--- config.mk ---
export PLATFORM = sky130hd
export DESIGN_NAME = crs_status_bank
export DESIGN_NICKNAME = d
export VERILOG_FILES = /design/src/rtl/crs_pkg.sv /design/src/rtl/crs_status_bank.sv /design/src/rtl/crs_peak_hold.sv
export SDC_FILE = /design/constraint.sdc
export NUM_CORES = 1
export LEC_CHECK = 0
export BUFFER_PORTS_ARGS = -buffer_cell sky130_fd_sc_hd__buf_2
export CAP_MARGIN = 20
export CORE_MARGIN = 2
export CORE_UTILIZATION = 32
export CTS_CLUSTER_SIZE = 30
export DETAILED_ROUTE_END_ITERATION = 6
export PLACE_DENSITY_LB_ADDON = 0.3
export SYNTH_ARGS = -nofsm -noshare
export SYNTH_HDL_FRONTEND = slang
export SYNTH_SLANG_ARGS = --single-unit
--- constraint.sdc ---
create_clock -name aclk -period 21 [get_ports aclk]
set_clock_uncertainty 0.15 [all_clocks]
set_input_delay 3.15 -clock aclk [delete_from_list [all_inputs] [get_ports aclk]]
set_output_delay 3.15 -clock aclk [all_outputs]
set_load 0.01 [all_outputs]
--- src/rtl/crs_pkg.sv ---
// package: offsets, fields, reset values, timing and carrier types of the status bank
package crs_pkg;

    // register indices; the byte address on the bus is four times the index
    localparam logic [5:0] IDX_CHIP_CTRL  = 6'h00;   // chip status control
    localparam logic [5:0] IDX_IRQ_MASK   = 6'h0D;   // interrupt mask, top clash bits
    localparam logic [5:0] IDX_CLASH_POS  = 6'h0E;   // clash_position
    localparam logic [5:0] IDX_STRENGTH   = 6'h0F;   // signal_strength_and_osc_status

    // reset values
    localparam logic [7:0] RST_CHIP_CTRL  = 8'h00;
    localparam logic [5:0] RST_IRQ_MASK   = 6'h3E;   // enables mask bits 5..1, bit 0 off
    localparam logic [7:0] RST_CLASH_POS  = 8'h00;

    // field positions
    localparam int CTRL_SWAP_BIT   = 3;   // swap receive inputs
    localparam int MASK_TOP_HI     = 7;   // clash_index_top
    localparam int MASK_TOP_LO     = 6;   // clash_index_ninth
    localparam int STR_OSC_BIT     = 6;   // oscillator stable
    localparam int STR_AUX_LO      = 3;   // aux_strength_lsb .. aux_strength_msb
    localparam int STR_MAIN_LO     = 0;   // main strength lsb .. msb
    localparam int STR_UNUSED_BIT  = 7;   // unused, reads zero

    // error kind bits carried with a decoder event
    localparam int ERR_FRAMING = 0;
    localparam int ERR_SOF     = 1;
    localparam int ERR_EOF     = 2;
    localparam int ERR_PARITY  = 3;
    localparam int ERR_CRC     = 4;

    // bus answers
    localparam logic [1:0] RESP_OKAY   = 2'b00;
    localparam logic [1:0] RESP_SLVERR = 2'b10;

    // oscillator settle time and clock rate
    localparam int OSC_SETTLE_NS = 200_000;   // about 200 us
    localparam int CLK_PERIOD_NS = 10;        // 100 MHz
    localparam int OSC_SETTLE_CYCLES = (OSC_SETTLE_NS + CLK_PERIOD_NS - 1) / CLK_PERIOD_NS;

    // strength code: 7 steps, each roughly 4 dB (x1.585) above the last
    localparam int STEP_COUNT = 7;
    localparam logic [7:0] STEP_THRESH [STEP_COUNT] = '{
        8'h04, 8'h06, 8'h0A, 8'h10, 8'h19, 8'h28, 8'h3F
    };

    // decoder event: collision or reception error at a bit index
    typedef struct packed {
        logic       valid;      // one-cycle pulse
        logic       is_error;   // 1: reception error, 0: collision
        logic [4:0] err_kind;   // framing, sof, eof, parity, crc
        logic [9:0] bit_index;  // bit position of the event
    } crs_dec_evt_s;

    // convert a level into the 3-bit strength code
    function automatic logic [2:0] level_to_code(input logic [7:0] level);
        logic [2:0] code;
        code = 3'h0;
        for (int i = 0; i < STEP_COUNT; i++) begin
            if (level >= STEP_THRESH[i]) begin
                code = 3'(i + 1);
            end
        end
        return code;
    endfunction

endpackage

--- src/rtl/crs_status_bank.sv ---
// collision position and signal strength status registers behind an AXI4-Lite slave
`timescale 1ns/1ps
// How it works
// - power-on or chip disable clears clash position
// - clash position clears after host reads it
// - clash register holds low eight index bits
// - index bits 9,8 shown in mask bits 7,6
// - other protocols report error bit position instead
// - framing, sof, eof, parity, crc errors count
// - osc stable bit set after about 200 us
// - bits 2..0 hold main channel strength
// - bits 5..3 hold auxiliary channel strength
// - control bit 3 swaps the receive inputs
// - strength valid from receive until next transmit
// - strength latches the peak envelope value
// - strength cleared when next transmission starts
// - strength is 3-bit code, seven 4 dB steps
// - rf amplitude measured while field is off
// - level is one-sided peak-to-peak modulation
module crs_status_bank #(
    parameter int OSC_SETTLE = crs_pkg::OSC_SETTLE_CYCLES   // oscillator settle cycles
) (
    input  wire logic                 aclk,
    input  wire logic                 aresetn,
    // pins, asynchronous to aclk
    input  wire logic                 por_pin,             // power-on reset, active high
    input  wire logic                 chip_enable_pin,     // chip enable, active high
    // decoder and front end, same clock
    input  wire logic                 proto_is_14443a,     // collision reporting mode
    input  wire crs_pkg::crs_dec_evt_s dec_evt,            // collision or error event
    input  wire logic                 rx_start,            // reception begins (pulse)
    input  wire logic                 tx_start,            // transmission begins (pulse)
    input  wire logic [7:0]           first_receive_input, // envelope of first input
    input  wire logic [7:0]           second_receive_input,// envelope of second input
    input  wire logic                 rf_amp_meas,         // amplitude measure command
    input  wire logic                 field_on,            // reader field on
    input  wire logic [7:0]           rf_amp_level,        // rf amplitude sample
    // AXI4-Lite slave
    input  wire logic [7:0]           s_axi_awaddr,
    input  wire logic [2:0]           s_axi_awprot,
    input  wire logic                 s_axi_awvalid,
    output logic                      s_axi_awready,
    input  wire logic [31:0]          s_axi_wdata,
    input  wire logic [3:0]           s_axi_wstrb,
    input  wire logic                 s_axi_wvalid,
    output logic                      s_axi_wready,
    output logic [1:0]                s_axi_bresp,
    output logic                      s_axi_bvalid,
    input  wire logic                 s_axi_bready,
    input  wire logic [7:0]           s_axi_araddr,
    input  wire logic [2:0]           s_axi_arprot,
    input  wire logic                 s_axi_arvalid,
    output logic                      s_axi_arready,
    output logic [31:0]               s_axi_rdata,
    output logic [1:0]                s_axi_rresp,
    output logic                      s_axi_rvalid,
    input  wire logic                 s_axi_rready
);

    // decode a byte address against a register index
    function automatic logic hit(input logic [7:0] addr, input logic [5:0] idx);
        return addr[7:2] == idx;
    endfunction

    // is the index one of ours
    function automatic logic mapped(input logic [7:0] addr);
        return hit(addr, crs_pkg::IDX_CHIP_CTRL) || hit(addr, crs_pkg::IDX_IRQ_MASK) ||
               hit(addr, crs_pkg::IDX_CLASH_POS) || hit(addr, crs_pkg::IDX_STRENGTH);
    endfunction

    // ---------------- pin synchronisers ----------------
    logic [1:0] por_sync_q;   // two-stage catch of power-on pin
    logic [1:0] en_sync_q;    // two-stage catch of enable pin
    logic       powered_down; // por high or enable low, synchronised

    // pins only reach logic through the second stage
    always_ff @(posedge aclk) begin
        if (!aresetn) begin
            por_sync_q <= 2'b11;
            en_sync_q  <= 2'b00;
        end else begin
            por_sync_q <= {por_sync_q[0], por_pin};
            en_sync_q  <= {en_sync_q[0], chip_enable_pin};
        end
    end

    assign powered_down = por_sync_q[1] || !en_sync_q[1];

    // ---------------- bus state ----------------
    logic        awready_q, awready_d;   // address slot free
    logic        wready_q, wready_d;     // data slot free
    logic        aw_held_q, aw_held_d;   // write address waiting
    logic        w_held_q, w_held_d;     // write data waiting
    logic [7:0]  aw_addr_q, aw_addr_d;   // held write address
    logic [31:0] w_data_q, w_data_d;     // held write data
    logic [3:0]  w_strb_q, w_strb_d;     // held byte enables
    logic        bvalid_q, bvalid_d;     // write answer pending
    logic [1:0]  bresp_q, bresp_d;       // write answer code
    logic        arready_q, arready_d;   // read slot free
    logic        rvalid_q, rvalid_d;     // read answer pending
    logic [31:0] rdata_q, rdata_d;       // read answer data
    logic [1:0]  rresp_q, rresp_d;       // read answer code
    logic        do_write;               // both halves of a write are here
    logic        ar_take;                // read address accepted now
    logic        wr_ctrl;                // write lands on control register
    logic        wr_mask;                // write lands on mask register
    logic        rd_clash;               // read of the clash register

    // ---------------- block state ----------------
    logic [7:0]  ctrl_q, ctrl_d;         // chip status control
    logic [5:0]  mask_q, mask_d;         // interrupt enables, kept for readback
    logic [7:0]  clash_q, clash_d;       // clash_index_msb .. clash_index_lsb
    logic [1:0]  clash_top_q, clash_top_d; // clash_index_top, clash_index_ninth
    logic        win_q, win_d;           // measuring window open
    logic [31:0] osc_cnt_q, osc_cnt_d;   // oscillator settle counter
    logic        osc_ok_q, osc_ok_d;     // oscillator stable
    logic        evt_take;               // this event updates the position
    logic        swap;                   // receive inputs swapped
    logic        amp_mode;               // rf amplitude measurement active
    logic [7:0]  strength;               // assembled strength register
    logic [2:0]  ch_code [2];            // 0 main, 1 auxiliary
    logic [7:0]  ch_sample [2];          // sample routed to each channel

    // ---------------- write channel ----------------
    assign do_write = aw_held_q && w_held_q && !bvalid_q;
    assign wr_ctrl  = do_write && hit(aw_addr_q, crs_pkg::IDX_CHIP_CTRL) && w_strb_q[0];
    assign wr_mask  = do_write && hit(aw_addr_q, crs_pkg::IDX_IRQ_MASK) && w_strb_q[0];

    // address and data are taken in either order; answer follows both
    always_comb begin
        aw_held_d = aw_held_q;
        w_held_d  = w_held_q;
        aw_addr_d = aw_addr_q;
        w_data_d  = w_data_q;
        w_strb_d  = w_strb_q;
        bvalid_d  = bvalid_q;
        bresp_d   = bresp_q;
        if (s_axi_awvalid && awready_q) begin
            aw_held_d = 1'b1;
            aw_addr_d = s_axi_awaddr;
        end
        if (s_axi_wvalid && wready_q) begin
            w_held_d = 1'b1;
            w_data_d = s_axi_wdata;
            w_strb_d = s_axi_wstrb;
        end
        if (bvalid_q && s_axi_bready) begin
            bvalid_d = 1'b0;
        end
        if (do_write) begin
            aw_held_d = 1'b0;
            w_held_d  = 1'b0;
            bvalid_d  = 1'b1;
            // read-only registers ignore the data but answer okay
            bresp_d   = mapped(aw_addr_q) ? crs_pkg::RESP_OKAY : crs_pkg::RESP_SLVERR;
        end
        // a slot reopens only once its half has been used
        awready_d = !aw_held_d;
        wready_d  = !w_held_d;
    end

    // register write channel
    always_ff @(posedge aclk) begin
        if (!aresetn) begin
            awready_q <= 1'b0;
            wready_q  <= 1'b0;
            aw_held_q <= 1'b0;
            w_held_q  <= 1'b0;
            aw_addr_q <= 8'h00;
            w_data_q  <= 32'h0000_0000;
            w_strb_q  <= 4'h0;
            bvalid_q  <= 1'b0;
            bresp_q   <= crs_pkg::RESP_OKAY;
        end else begin
            awready_q <= awready_d;
            wready_q  <= wready_d;
            aw_held_q <= aw_held_d;
            w_held_q  <= w_held_d;
            aw_addr_q <= aw_addr_d;
            w_data_q  <= w_data_d;
            w_strb_q  <= w_strb_d;
            bvalid_q  <= bvalid_d;
            bresp_q   <= bresp_d;
        end
    end

    // ---------------- read channel ----------------
    assign ar_take  = s_axi_arvalid && arready_q;
    assign rd_clash = ar_take && hit(s_axi_araddr, crs_pkg::IDX_CLASH_POS);

    // one read at a time; data is sampled in the accept cycle
    always_comb begin
        rvalid_d = rvalid_q;
        rdata_d  = rdata_q;
        rresp_d  = rresp_q;
        if (rvalid_q && s_axi_rready) begin
            rvalid_d = 1'b0;
        end
        if (ar_take) begin
            rvalid_d = 1'b1;
            rresp_d  = mapped(s_axi_araddr) ? crs_pkg::RESP_OKAY : crs_pkg::RESP_SLVERR;
            rdata_d  = 32'h0000_0000;
            if (hit(s_axi_araddr, crs_pkg::IDX_CHIP_CTRL)) begin
                rdata_d[7:0] = ctrl_q;
            end else if (hit(s_axi_araddr, crs_pkg::IDX_IRQ_MASK)) begin
                rdata_d[7:0] = {clash_top_q, mask_q};
            end else if (hit(s_axi_araddr, crs_pkg::IDX_CLASH_POS)) begin
                // returns the value held before the clear below
                rdata_d[7:0] = clash_q;
            end else if (hit(s_axi_araddr, crs_pkg::IDX_STRENGTH)) begin
                rdata_d[7:0] = strength;
            end
        end
        arready_d = !rvalid_d;
    end

    // register read channel
    always_ff @(posedge aclk) begin
        if (!aresetn) begin
            arready_q <= 1'b0;
            rvalid_q  <= 1'b0;
            rdata_q   <= 32'h0000_0000;
            rresp_q   <= crs_pkg::RESP_OKAY;
        end else begin
            arready_q <= arready_d;
            rvalid_q  <= rvalid_d;
            rdata_q   <= rdata_d;
            rresp_q   <= rresp_d;
        end
    end

    assign s_axi_awready = awready_q;
    assign s_axi_wready  = wready_q;
    assign s_axi_bvalid  = bvalid_q;
    assign s_axi_bresp   = bresp_q;
    assign s_axi_arready = arready_q;
    assign s_axi_rvalid  = rvalid_q;
    assign s_axi_rdata   = rdata_q;
    assign s_axi_rresp   = rresp_q;

    // ---------------- clash position ----------------
    // collisions count in 14443 A, the listed errors in the other protocols
    assign evt_take = dec_evt.valid &&
        ((!dec_evt.is_error && proto_is_14443a) ||
         (dec_evt.is_error && !proto_is_14443a && (|dec_evt.err_kind)));

    // configuration registers and the clash position
    always_comb begin
        ctrl_d      = ctrl_q;
        mask_d      = mask_q;
        clash_d     = clash_q;
        clash_top_d = clash_top_q;
        if (wr_ctrl) begin
            ctrl_d = w_data_q[7:0];
        end
        if (wr_mask) begin
            mask_d = w_data_q[crs_pkg::MASK_TOP_LO-1:0];
        end
        // read clears; a new event in the same cycle wins over the clear
        if (rd_clash) begin
            clash_d = crs_pkg::RST_CLASH_POS;
        end
        if (evt_take) begin
            clash_d     = dec_evt.bit_index[7:0];
            clash_top_d = proto_is_14443a ? dec_evt.bit_index[9:8] : clash_top_q;
        end
        // power-down overrides everything
        if (powered_down) begin
            clash_d     = crs_pkg::RST_CLASH_POS;
            clash_top_d = 2'b00;
            ctrl_d      = crs_pkg::RST_CHIP_CTRL;
            mask_d      = crs_pkg::RST_IRQ_MASK;
        end
    end

    // register configuration and clash state
    always_ff @(posedge aclk) begin
        if (!aresetn) begin
            ctrl_q      <= crs_pkg::RST_CHIP_CTRL;
            mask_q      <= crs_pkg::RST_IRQ_MASK;
            clash_q     <= crs_pkg::RST_CLASH_POS;
            clash_top_q <= 2'b00;
        end else begin
            ctrl_q      <= ctrl_d;
            mask_q      <= mask_d;
            clash_q     <= clash_d;
            clash_top_q <= clash_top_d;
        end
    end

    // ---------------- oscillator and window ----------------
    // counts from the moment the chip is powered; restarts on power-down
    always_comb begin
        osc_cnt_d = osc_cnt_q;
        osc_ok_d  = osc_ok_q;
        win_d     = win_q;
        if (powered_down) begin
            osc_cnt_d = 32'h0000_0000;
            osc_ok_d  = 1'b0;
        end else if (osc_cnt_q < 32'(OSC_SETTLE - 1)) begin
            osc_cnt_d = osc_cnt_q + 32'h0000_0001;
        end else begin
            osc_ok_d = 1'b1;
        end
        // window opens at receive start and closes at transmit start
        if (rx_start) begin
            win_d = 1'b1;
        end
        if (tx_start || powered_down) begin
            win_d = 1'b0;
        end
    end

    // register oscillator and window state
    always_ff @(posedge aclk) begin
        if (!aresetn) begin
            osc_cnt_q <= 32'h0000_0000;
            osc_ok_q  <= 1'b0;
            win_q     <= 1'b0;
        end else begin
            osc_cnt_q <= osc_cnt_d;
            osc_ok_q  <= osc_ok_d;
            win_q     <= win_d;
        end
    end

    // ---------------- strength channels ----------------
    assign swap     = ctrl_q[crs_pkg::CTRL_SWAP_BIT];
    // amplitude command only counts while the field is off
    assign amp_mode = rf_amp_meas && !field_on;

    // route inputs: default main first, aux second; swapped otherwise
    always_comb begin
        ch_sample[0] = swap ? second_receive_input : first_receive_input;
        ch_sample[1] = swap ? first_receive_input : second_receive_input;
        if (amp_mode) begin
            ch_sample[0] = rf_amp_level;
        end
    end

    // one peak holder per channel
    for (genvar c = 0; c < 2; c++) begin : g_ch
        crs_peak_hold u_peak (
            .aclk     (aclk),
            .aresetn  (aresetn),
            .clear    (tx_start || powered_down),
            .enable   (win_q || amp_mode),
            .abs_mode (amp_mode),
            .sample   (ch_sample[c]),
            .code     (ch_code[c])
        );
    end

    // bit 7 unused reads zero
    assign strength = {1'b0, osc_ok_q, ch_code[1], ch_code[0]};

endmodule

--- src/rtl/crs_peak_hold.sv ---
// peak latch and strength coder for one receive channel
`timescale 1ns/1ps
module crs_peak_hold (
    input  wire logic       aclk,
    input  wire logic       aresetn,
    input  wire logic       clear,      // start of transmission or power-down
    input  wire logic       enable,     // inside the measuring window
    input  wire logic       abs_mode,   // rf amplitude: sample is the level itself
    input  wire logic [7:0] sample,     // one-sided envelope sample
    output logic      [2:0] code        // latched strength code
);

    logic [7:0] max_q, max_d;    // highest sample in window
    logic [7:0] min_q, min_d;    // lowest sample in window
    logic [2:0] code_q, code_d;  // latched peak code
    logic [7:0] level;           // level fed to the coder
    logic [2:0] new_code;        // code of this sample

    // track extremes, code the level, keep only the peak
    always_comb begin
        max_d    = max_q;
        min_d    = min_q;
        code_d   = code_q;
        level    = 8'h00;
        new_code = 3'h0;
        if (clear) begin
            // cleared at transmit start so the next response is fresh
            max_d  = 8'h00;
            min_d  = 8'hFF;
            code_d = 3'h0;
        end else if (enable) begin
            max_d = (sample > max_q) ? sample : max_q;
            min_d = (sample < min_q) ? sample : min_q;
            // peak-to-peak of the one side we are fed
            level = abs_mode ? sample : (max_d - min_d);
            new_code = crs_pkg::level_to_code(level);
            // hold the peak so software can read after the packet ends
            if (new_code > code_q) begin
                code_d = new_code;
            end
        end
    end

    // register state
    always_ff @(posedge aclk) begin
        if (!aresetn) begin
            max_q  <= 8'h00;
            min_q  <= 8'hFF;
            code_q <= 3'h0;
        end else begin
            max_q  <= max_d;
            min_q  <= min_d;
            code_q <= code_d;
        end
    end

    assign code = code_q;

endmodule

==> summary.md <==
| Metric | Value |
|---|---|
| Area delta synth->final | 15.5% |
| Die X | 164 µm |
| Drt drc | 0 |
| Clk sinks | 132 |
| Fin. max-slew vios | 0 |
| LEAKAGE | 3.97 nW |
| Asr flop ratio synth | 0 |
| Measured slew at the worst slew-check pin | 1160 ps |
| Adder-cell area share of the yosys netlist | 0.0775 |
| Initial antenna violation count | 0 |
| CP max FO | 27 |
| Gp weighted congestion | 0.846 |
| Largest net degree at the start of global routing | 37 |
| Distinct cell type count after synthesis | 72 |
| Logic pwr share | 0.176 |
| Register area share after synthesis | 0.323 |
| Clock power frac | 0.445 |
| Crit end category | register |
| Nets | 1300 |
| Hold WC Path Type | register to register |
| Mean post-synth cell area | 7.70 µm² |
| Met1 Use GR | 0.207 |
| Congestion Overflow GR | 0 |
| Die Footprint | 26800 µm² |
| Crit path top cell by count | a21oi_1 |
| Total CTS buffers | 17 |
| Clock period minus worst slack | 9760 ps |
| Post-synthesis cell count | 1062 |
| Sw frac | 0.291 |
| Critical R2R Launch | ctrl_q[3] |
| Sequential Power Share | 0.379 |
| VDD IR max | 0.0512 mV |
| NetSw | 0.198 mW |
| Vias in the first global route | 7064 |
| FMAX | 0.102 GHz |
| Met2 GRT Util | 0.274 |
| Status | completed |
| DP Worst Slack | 10820 ps |
| Slew headroom | 0.229 |
| Hold path depth | 1 |
| Placed cell count | 1448 |
| Startpoint Class | primary input |
| Initial DRC count | 497 |
| WHS Endpoint | por_sync_q[1] |
| Clock Tree Buf Depth | 2 |
| Max-cap violations | 0 |
| First-pass GRT wire length | 34.6 mm |
| Internal | 0.481 mW |
| Final count of negative-setup-slack endpoints | 0 |
| Mapped Area | 8170 µm² |
| Antenna-violating nets left | 0 |
| Total power per unit cell area | 71.9 nW/µm² |
| Commonest non-fill, non-tap cell in the layout | dfxtp_1 |
| CTS tree | built |
| Post-synthesis mux area share | 0.0517 |
| Reg2reg setup slack | 13220 ps |
| Post-synth EDFFs | 0 |
| Placed Area | 8850 µm² |
| CTS Hold Buffers Added | 0 |
| Fin. Hold Viols | 0 |
| Clk Latency, worst-skew pair | 430 ps |
| Die Y-Extent | 164 µm |
| FF-to-FF End | g_ch[0].u_peak.code[2] |
| GRT Total Usage | 0.162 |
| Final non-filler cell total | 1480 |
| Routed vias/inst | 5.06 |
| Post-CTS Setup Bufs | 0 |
| Post-CTS resize count | 0 |
| Mean routed wirelength per cell | 14.6 µm |
| Post-Synth Simple-Gate Area | 0.233 |
| RSZ-0062 raised after global routing | false |
| Inserted Diodes | 0 |
| Via count | 7496 |
| First-pass detailed-route iteration total | 5 |
| I/O pins | 154 |
| Setup CP Type | primary input to register |
| Ys Warns | 0 |
| Largest family of logic cells by synthesized area | simple AND/OR/NAND/NOR gates |
| Critical-path top delay cell | a211oi_4 |
| Synth Area in Compound Gates | 0.204 |
| Post-synthesis xor/xnor area fraction | 0.0343 |
| I/O Buffers | 90 |
| Final setup TNS | 0 ps |
| Met3 Resource Use GR | 0.0290 |
| Final Util | 0.376 |
| Post-route setup slack | 11240 ps |
| Final Cell Area | 9440 µm² |
| Dpl hpwl | 16.0 mm |
| CP arrival | 9940 ps |
| Initial Util | 0.325 |
| CTS H-tree lvls | 4 |
| Busiest grt layer | met2 |
| Clock root cell | clkbuf_16 |
| Critical path's largest stage delay | 790 ps |
| Tcrit/Tclk final | 0.465 |
| Top Family by Delay on Critical Path | compound AO/OA/AOI/OAI gates |
| Most frequent cells in the layout | dfxtp_1 (132), nand2_1 (129), nor2_1 (127) |
| Primary FF master, synth | dfxtp_1 |
| Buf+Inv Stages, Crit Path | 5 |
| Num rows | 58 |
| Worst hold path startpoint | por_sync_q[0] |
| Final WL | 21.7 mm |
| Worst-path clk slew | 60 ps |
| Count of state elements after synthesis | 132 |
| WP data required | 21170 ps |
| Core area | 25100 µm² |
| Proportion of layout cells with a drive suffix above 1 | 0.128 |
| Worst r2r path cells | 25 |
==> kinds of logic (layout without fill, tap and decap cells) <==
kind of cell / after synthesis / in the layout
AO/OA/AOI/OAI: 259 / 259
XOR/XNOR: 32 / 32
adder cells (fa/ha/maj): 50 / 50
buffers and inverters: 134 / 197
flip-flops: 132 / 132
multiplexers: 42 / 42
other: 1 / 26
AND/OR/NAND/NOR: 412 / 412
==> layout make-up <==
| cell class | count | area, µm² |
|---|---|---|
| repair buffers | 100 | 526 |
| well taps | 330 | 413 |
| inverters | 65 | 244 |
| clock buffers | 19 | 443 |
| clock inverters | 13 | 151 |
| multi-input cells | 821 | 5020 |
| fillers | 2664 | 15700 |
| flip-flops and latches | 132 | 2640 |
==> worst max path at each step <==
stage                startpoint                     end  slack (ps)  depth (start not counted)
finish              rf_amp_meas  g_ch[0].u_peak.code[2]       11240                         29
global route        rf_amp_meas  g_ch[0].u_peak.code[2]       10630                         29
CTS                 rf_amp_meas  g_ch[0].u_peak.code[2]       11280                         29
detailed placement  rf_amp_meas  g_ch[0].u_peak.code[2]       10820                         29
global placement       field_on  g_ch[0].u_peak.code[2]       10910                         29
floorplan           rf_amp_meas  g_ch[0].u_peak.code[2]       11870                         30
==> power groups by stage <==
stage | registers (mW) | logic (mW) | clock network, mW
3_5_place_dp | 0.263 | 0.119 | 0
6_report | 0.257 | 0.120 | 0.302
3_3_place_gp | 0.263 | 0.117 | 0
5_1_grt | 0.257 | 0.134 | 0.316
4_1_cts | 0.257 | 0.119 | 0.307
2_1_floorplan | 0.263 | 0.0891 | 0
==> routing by layer <==
metal,vias up,share of wire
met5,-,0
met4,0,0.022
met3,27,0.038
met2,157,0.47
met1,3488,0.47
li1,3824,-
==> registers in the layout (all words and copies together), names as in the netlist, 2 cells and up <==
signal             flops
osc_cnt_q             32
g_ch.u_peak.max_q     16
g_ch.u_peak.min_q     16
clash_q                8
ctrl_q                 8
s_axi_rdata            8
w_data_q               8
aw_addr_q              6
g_ch.u_peak.code       6
mask_q                 6
clash_top_q            2
en_sync_q              2
por_sync_q             2
==> metrics by stage <==
step | hold WS [ps] | power, mW
finish | 257 | 0.679
global route | 272 | 0.708
CTS | 260 | 0.683
detailed placement | 252 | 0.381
global placement | 241 | 0.380
floorplan | 236 | 0.352
==> worst register-to-register path, cell delays in order (launching register included) <==
cell and delay (ps):
dfxtp_1 1080, mux2i_1 270, o21ai_0 530, ha_1 350, a21oi_1 130, o21ai_0 160
a211oi_4 770, mux2i_1 490, xnor2_1 170, a21oi_1 90, ha_1 220, a221o_1 300
and4_4 220, o31ai_2 380, inv_1 110, a31o_1 230, a22o_1 240, nor2_1 210
o21a_1 200, inv_1 50, ha_1 290, a21o_1 110, a21oi_1 60, a311oi_1 540
nor2_1 80, a311oi_1 250
==> cells in the mapped netlist (all sizes together) (9+ instances only) <==
library cell / instances / area share
buf: 35 / 0.030
nor2b: 9 / 0.0069
ha: 49 / 0.075
o21ai: 49 / 0.030
xnor2: 19 / 0.020
a21oi: 89 / 0.055
a31oi: 10 / 0.0077
nand4: 10 / 0.0077
nor3: 20 / 0.012
o211ai: 14 / 0.013
inv: 65 / 0.030
a21o: 10 / 0.0092
nor2: 127 / 0.058
nand3: 41 / 0.025
a21boi: 14 / 0.013
xor2: 13 / 0.014
dfxtp: 132 / 0.32
mux2i: 40 / 0.049
and2: 27 / 0.021
nand2b: 9 / 0.0069
clkbuf: 34 / 0.016
a211oi: 18 / 0.018
nand2: 129 / 0.059
No activity file was read; power rests on OpenSTA's default activity.
